File: config.mk
export PLATFORM = sky130hd
export DESIGN_NAME = nsx_exec
export DESIGN_NICKNAME = d
export VERILOG_FILES = /design/src/nsx_pkg.sv /design/src/nsx_result.sv /design/src/nsx_exec.sv
export VERILOG_INCLUDE_DIRS = /design/src
export SDC_FILE = /design/constraint.sdc
export NUM_CORES = 1
export LEC_CHECK = 0
export ABC_AREA = 0
export BUFFER_PORTS_ARGS = -buffer_cell sky130_fd_sc_hd__buf_4
export CORE_MARGIN = 3
export CORE_UTILIZATION = 50
export DETAILED_ROUTE_END_ITERATION = 6
export GPL_TIMING_DRIVEN = 0
export PLACE_DENSITY_LB_ADDON = 0.12
export SLEW_MARGIN = 10
export SYNTH_ARGS = -nofsm -noshare
export SYNTH_HDL_FRONTEND = slang
export SYNTH_SLANG_ARGS = --single-unit
export TNS_END_PERCENT = 50
File: constraint.sdc
create_clock -name mclk_i -period 2 [get_ports mclk_i]
set_clock_uncertainty 0.15 [all_clocks]
set_input_delay 0.3 -clock mclk_i [delete_from_list [all_inputs] [get_ports mclk_i]]
set_output_delay 0.3 -clock mclk_i [all_outputs]
set_load 0.01 [all_outputs]
File: src/nsx_consts.svh
// Purpose: constants for the nibble swap / xor / direction load datapath
// Assumes: included by its bare name
// Notes: widths, direction port selects and reset values
`ifndef NSX_CONSTS_SVH
`define NSX_CONSTS_SVH
`define NSX_DATA_W 8
`define NSX_ADDR_W 7
`define NSX_ADDR_MAX 7'h7f
`define NSX_DIR_A_SEL 7'h05
`define NSX_DIR_B_SEL 7'h06
`define NSX_DIR_C_SEL 7'h07
`define NSX_ACC_RST 8'h00
`define NSX_DIR_RST 8'hff
`define NSX_ZERO_RST 1'b0
`define NSX_WE_RST 1'b0
`define NSX_WADDR_RST 7'h00
`define NSX_WDATA_RST 8'h00
`define NSX_LO_MSB 3
`define NSX_HI_LSB 4
`endif

File: src/nsx_pkg.sv
// Purpose: types for the nibble swap / xor / direction load datapath
// Assumes: nothing
// Notes: operation encoding shared by the core and its result unit
`default_nettype none
package nsx_pkg;
	typedef enum logic [2:0] {
		NSX_OP_IDLE = 3'b000,
		NSX_OP_NIBBLE_EXCHANGE = 3'b001,
		NSX_OP_LITERAL_XOR = 3'b010,
		NSX_OP_REGISTER_XOR = 3'b011,
		NSX_OP_DIRECTION_LOAD = 3'b100
	} nsx_op_t;
endpackage
`default_nettype wire

File: src/nsx_result.sv
// Purpose: combinational result of one operation
// Assumes: operands already valid in the same cycle
// Notes: no state; the core registers everything
`timescale 1ns/1ns
`default_nettype none
`include "nsx_consts.svh"
module nsx_result (
	input wire nsx_pkg::nsx_op_t op_i,
	input wire logic [7:0] acc_i,
	input wire logic [7:0] reg_i,
	input wire logic [7:0] lit_i,
	output logic [7:0] res_o,
	output logic zero_o
);
	import nsx_pkg::*;
	always_comb begin
		unique case (op_i)
			NSX_OP_NIBBLE_EXCHANGE: begin
				// low nibble goes up, high nibble comes down
				res_o = {reg_i[`NSX_LO_MSB:0], reg_i[7:`NSX_HI_LSB]}; // RQ1
			end
			NSX_OP_LITERAL_XOR: begin
				res_o = acc_i ^ lit_i; // RQ3
			end
			NSX_OP_REGISTER_XOR: begin
				res_o = acc_i ^ reg_i; // RQ4
			end
			NSX_OP_DIRECTION_LOAD: begin
				res_o = acc_i; // RQ6
			end
			default: begin
				res_o = acc_i;
			end
		endcase
		zero_o = (res_o == 8'h00); // RQ7
	end
endmodule
`default_nettype wire

File: src/nsx_exec.sv
// Purpose: execution datapath for swap, xor and direction load operations
// Assumes: decoder gives one op per cycle with valid operands in that cycle
// Notes: register write-back leaves as a one-cycle strobe to the file
`timescale 1ns/1ns
`default_nettype none
`include "nsx_consts.svh"
// How it works
// RQ1: swap exchanges the two nibbles of register
// RQ2: swap result to accumulator or register, no flags
// RQ3: literal xor into accumulator, zero flag only
// RQ4: register xor with accumulator, zero flag only
// RQ5: register xor result to accumulator or register
// RQ6: direction load copies accumulator to port 5/6/7
// RQ7: zero flag set exactly when an xor result is zero
module nsx_exec (
	input wire logic mclk_i,
	input wire logic rst_b_i,
	input wire logic op_valid_i,
	input wire nsx_pkg::nsx_op_t op_i,
	input wire logic [6:0] addr_i,
	input wire logic dest_sel_i,
	input wire logic [7:0] literal_i,
	input wire logic [7:0] reg_rdata_i,
	output logic [7:0] acc_o,
	output logic zero_o,
	output logic reg_we_o,
	output logic [6:0] reg_waddr_o,
	output logic [7:0] reg_wdata_o,
	output logic [7:0] port_a_direction_o,
	output logic [7:0] port_b_direction_o,
	output logic [7:0] port_c_direction_o
);
	import nsx_pkg::*;

	typedef struct packed {
		logic [7:0] acc;
		logic zero;
		logic we;
		logic [6:0] waddr;
		logic [7:0] wdata;
		logic [7:0] dir_a;
		logic [7:0] dir_b;
		logic [7:0] dir_c;
	} nsx_state_t;

	nsx_state_t st_ff;
	nsx_state_t nxt_st;
	logic [7:0] res;
	logic res_zero;

	nsx_result u_result (
		.op_i(op_i),
		.acc_i(st_ff.acc),
		.reg_i(reg_rdata_i),
		.lit_i(literal_i),
		.res_o(res),
		.zero_o(res_zero)
	);

	always_comb begin
		nxt_st = st_ff;
		// write strobe lasts a single cycle
		nxt_st.we = 1'b0;
		if (op_valid_i) begin
			unique case (op_i)
				NSX_OP_NIBBLE_EXCHANGE, NSX_OP_REGISTER_XOR: begin
					if (dest_sel_i) begin
						nxt_st.we = 1'b1; // RQ2 RQ5
						nxt_st.waddr = addr_i; // RQ4
						nxt_st.wdata = res;
					end else begin
						nxt_st.acc = res; // RQ2 RQ5
					end
					if (op_i == NSX_OP_REGISTER_XOR) begin
						nxt_st.zero = res_zero; // RQ4 RQ7
					end
				end
				NSX_OP_LITERAL_XOR: begin
					nxt_st.acc = res; // RQ3
					nxt_st.zero = res_zero; // RQ3 RQ7
				end
				NSX_OP_DIRECTION_LOAD: begin
					// other operand values are ignored, nothing changes
					if (addr_i == `NSX_DIR_A_SEL) begin
						nxt_st.dir_a = res; // RQ6
					end
					if (addr_i == `NSX_DIR_B_SEL) begin
						nxt_st.dir_b = res; // RQ6
					end
					if (addr_i == `NSX_DIR_C_SEL) begin
						nxt_st.dir_c = res; // RQ6
					end
				end
				default: begin
				end
			endcase
		end
	end

	always_ff @(posedge mclk_i or negedge rst_b_i) begin
		if (!rst_b_i) begin
			st_ff.acc <= `NSX_ACC_RST;
			st_ff.zero <= `NSX_ZERO_RST;
			st_ff.we <= `NSX_WE_RST;
			st_ff.waddr <= `NSX_WADDR_RST;
			st_ff.wdata <= `NSX_WDATA_RST;
			// pins start as inputs, safest default
			st_ff.dir_a <= `NSX_DIR_RST;
			st_ff.dir_b <= `NSX_DIR_RST;
			st_ff.dir_c <= `NSX_DIR_RST;
		end else begin
			st_ff <= nxt_st;
		end
	end

	assign acc_o = st_ff.acc;
	assign zero_o = st_ff.zero;
	assign reg_we_o = st_ff.we;
	assign reg_waddr_o = st_ff.waddr;
	assign reg_wdata_o = st_ff.wdata;
	assign port_a_direction_o = st_ff.dir_a;
	assign port_b_direction_o = st_ff.dir_b;
	assign port_c_direction_o = st_ff.dir_c;
endmodule
`default_nettype wire

; After elaboration in Yosys (flattened, before gate mapping)
; Cells that the tools add are included.
[totals]
elab_cells = 39
out_inout_bits = 49
regBits = 49
input_bits = 30
[op_classes]
reduce_logical = 9
bitwise = 2
muxes = 11
eq_ne = 9
[op_table]
columns = operator, n
row1 = $mux W40, 1
row2 = $mux W16, 2
row3 = $mux W8, 4
row4 = $mux W24, 1
row5 = $pmux W8 S3, 1
row6 = $eq A7 B3 Y1 const B, 3
row7 = $pmux W9 S2, 1
row8 = $reduce_and A3 Y1, 6
row9 = $xor A8 B8 Y8, 2
row10 = $logic_not A8 Y1, 1
row11 = $eq A3 B2 Y1 const B, 2
row12 = $ne A2 B2 Y1 const B, 2
row13 = $eq A3 B1 Y1 const B, 1
row14 = $eq A3 B3 Y1 const B, 1
row15 = $reduce_bool A2 Y1, 1
row16 = $reduce_or A2 Y1, 1
row17 = $mux W1, 1

; Longest topological paths before layout
[depth]
word_depth = 5
depth_mapped = 6
ltp_nobuf = 4

; Hierarchy
; From an unflattened synthesis, not the netlist that was laid out.
[unflattened]
hier_cells = 166
area_unflattened_um2 = 2387.3
[modules_own_cells]
columns = module, n_inst, area_each_um2, cells_per_inst, seq_area_each_um2
row1 = nsx_exec, 1, 1951.9, 113, 1256.2
row2 = nsx_result, 1, 435.4, 53, 0.0

; Least setup slack after synthesis
; OpenSTA, ideal clock, no wires.
[synth_timing]
path_type = in2reg
startpoint = in op_i[0]
endpoint = reg st_ff (netlist bit port_a_direction_o[0])
n_path_buf = 2
stages = 6
arrival_time_ns = 1.586
required_ns = 1.768
setup_ns = 0.082
slack_ns = 0.182
path_cell_list = buf_6 nor4_1 and4b_1 and4b_1 buf_4 mux2_2
[synth_between]
elab_chain_cells = 2
word_cells_on_any_way = 6
classes_between = eq/ne (4) / mux (1) / reduce/logical (1)
[synth_rtl]
columns = element, line_no
row1 = start: declaration, nsx_exec.sv:19  ; input wire nsx_pkg::nsx_op_t op_i,
row2 = "$eq A3 B2 Y1, or another cell as far along", nsx_result.sv:17  ; unique case (op_i)
row3 = $pmux W8 S3 / $reduce_and A3 Y1 (equally long branches), n/a
row4 = end signal: assignment, nsx_exec.sv:112  ; st_ff <= nxt_st;
row5 = end: declaration, nsx_exec.sv:46  ; nsx_state_t st_ff;
; Several ways; a longest one is shown, not always the timed one.
; A chain may end at the register's enable or synchronous reset.

; Final worst setup path
[layout_timing]
startpoint = in op_i[1]
endpoint = reg st_ff (netlist bit port_a_direction_o[7])
; Same word-level chain as after synthesis.

==> metrics <==
setup tns final=0 ns; sw frac=between 30% and 40%; Rows=24; initial core utilization=between 50% and 60%; Post-Synthesis Cell Area=roughly 2300 sq um; TritonCTS buffer count=5; Comb pwr share=34.2%; clk slew on worst S/H paths=about 0.09 ns; Total GRT Usage=around a fifth; width of the die=~74 microns; Hold Path Class=in2reg; synth warn=0; Post-synth EDFFs=0; P&R area growth vs syn=32.8%; Netlist cell types=32; Leak Pwr=around 0.0014 uW; worst path arrival time=about 1.7 ns; GP Congestion=approximately 0.85; Vias/cell=5.47; global-route wire length before repair=8020 microns; area share of the largest cell type after synthesis=27.4%; fraction of layout cells with a size suffix above 1=between 60% and 70%; Root Driver=clkbuf_8; Pwr per Cell Area=1000 nW/um^2; Slew headroom=between 50 and 60%; DRT antenna net count=0; routed len/inst=~17 microns; Inserted Diodes=0; Final Cell Area=roughly 3100 sq um; final worst path period share=approximately 83%; Residual DRC=0; vias in the first global route=~1.6k; Ports=slightly below 80; Routed WL=approximately 5200 microns; post-DP HPWL=just under 4000 microns; clock share of power=between 20% and 30%; f_max=0.604 GHz; Final Critical Period=between 1.5 and 2 ns; status=finished clean; # clock sinks=slightly below 50; H-Tree Level Count=2; Die Y=around 74 microns; CP max-delay cell=mux2_2; Async SR Flop Fraction=100%; RSZ-0062 raised after global routing=no; Startpoint Class=input pin; post-synthesis cell count=163; Seq/Total Area, Yosys=a little over half; DIE AREA=approximately 5500 sq um; Vias=1645; sequential power share=~45%; clock latency on the worst-skew pair=around 0.30 ns; final setup vio count=0; critical path's largest stage delay=0.36 ns; Worst VDD drop=about 0.66 mV; initial DRC count=33; placed cell areas=~2900 sq um; post-CTS setup buffers=0; kind of critical path=in2reg; top-count cell post-synth=mux2_2; max cap viols=0; Post-synth top cells=mux2_2, dfrtp_1, dfstp_2; dominant cells by area after synthesis=dfstp_2, dfrtp_1, mux2_2; Primary FF master, synth=dfrtp_1; crit path cell chain=buf_4 > nor4_1 > and4b_1 > and4b_1 > buf_4 > mux2_2; largest area contributor in the netlist=dfstp_2; initial antenna violation count=0; Final Max Slew Viols=0; mean post-synth cell area=about 14 sq um; Syn Nets=slightly below 200; P_sw=between 900 and 1000 uW; WP data required=approximately 2.1 ns; fin nets=around 280; core area=roughly 4400 sq um; internal power=about 2100 uW; CP Max Fanout=8; Final Hold Viols=0; largest net degree at the start of global routing=50; Detailed Routing Iterations Pass 1=4; crit end category=register; Worst-Margin Slew=0.601 ns; GRT overflow=0; TritonCTS clock tree=done; Yosys reg bits=between 40 and 50; I/O Buffers=77; clock tree buffer depth=2
## final cells by class
cell class                      instances  area (sq um)
Buffer                                  5          33.8
Clock buffer                            7          96.3
Clock inverter                          1          5.00
Fill cell                             322          1360
Inverter                                2          7.51
Multi-Input combinational cell        107          1010
Sequential cell                        49          1260
Tap cell                               52          65.1
Timing Repair Buffer                   78           588
## what timing repair did
action | in CTS | in global routing
gates resized for setup | 0 | 0
hold buffers | 1 | 0
endpoints found under the hold margin | 25 | 0
## worst max-delay path: cells and delay by family
kind                   cells  cell delay, ns
AND/OR/NAND/NOR            3            0.75
multiplexers               1            0.36
buffers and inverters      2            0.33
## through the flow
step	utilization, %	hold WS, ns	cells	power [uW]	setup slack, ns
3_5_place_dp	66.8	0.195	292	2460	0.0275
3_3_place_gp	66.8	0.195	292	2430	0.0469
4_1_cts	69.3	0.0782	301	3100	0.349
5_1_grt	69.3	0.0816	301	3240	0.228
2_1_floorplan	-	-0.146	163	1920	0.182
6_report	69.3	0.0847	301	3060	0.344
## state kept, by name (all words and copies together), names as in the netlist
| signal | count |
|---|---|
| acc_o | 8 |
| port_a_direction_o | 8 |
| port_b_direction_o | 8 |
| port_c_direction_o | 8 |
| reg_wdata_o | 8 |
| reg_waddr_o | 7 |
| reg_we_o | 1 |
| zero_o | 1 |
## path summary, 6_finish.rpt
kind	start	slack [ns]	end	depth (start not counted)
max	op_i[1]	0.34	port_a_direction_o[7]	6
min	addr_i[5]	0.08	reg_waddr_o[5]	2
max reg2reg	acc_o[3]	0.41	zero_o	3
min reg2reg	zero_o	0.36	zero_o	2
max in group asynchronous	rst_b_i	0.90	reg_wdata_o[3]	2
min in group asynchronous	rst_b_i	0.39	acc_o[5]	2
## placed cells by master (no fill, tap or decap), types with 2 or more instances in the layout
cell      count
a21oi_1       4
and4b_1       2
buf_4        79
clkbuf_1      2
clkbuf_8      7
dfrtp_1      25
dfstp_2      24
mux2_2       47
mux2i_1       8
nand2_1       8
nand2b_1      2
nor2b_1       2
o21a_1        3
o22a_1        8
o32a_1        3
xnor2_1       3
xor2_1        4
## cells by family (layout without fill, tap and decap cells)
kind of cell	Yosys count	in the layout	synth area share, %
flops	49	49	54.5
xor+xnor	7	7	2.66
mux	55	55	26.5
compound gates	25	25	8.96
simple gates	20	20	5.59
buf+inv	7	93	1.79
## power groups by stage
stage	Combinational (uW)	Sequential [uW]	Clock, uW
floorplan	444	1480	0
global placement	1030	1400	0
detailed placement	1050	1410	0
CTS	1060	1390	650
global route	1140	1420	678
finish	1050	1390	625
## metal layers
layer | GRT usage [%] | vias up | share of wire [%]
met5 | 0 | - | 0
li1 | - | 779 | -
met3 | 4.65 | 6 | 7.6
met4 | 7.44 | 0 | 0.99
met2 | 33.0 | 52 | 50
met1 | 24.5 | 808 | 42
Power figures use the tool's default switching activity.
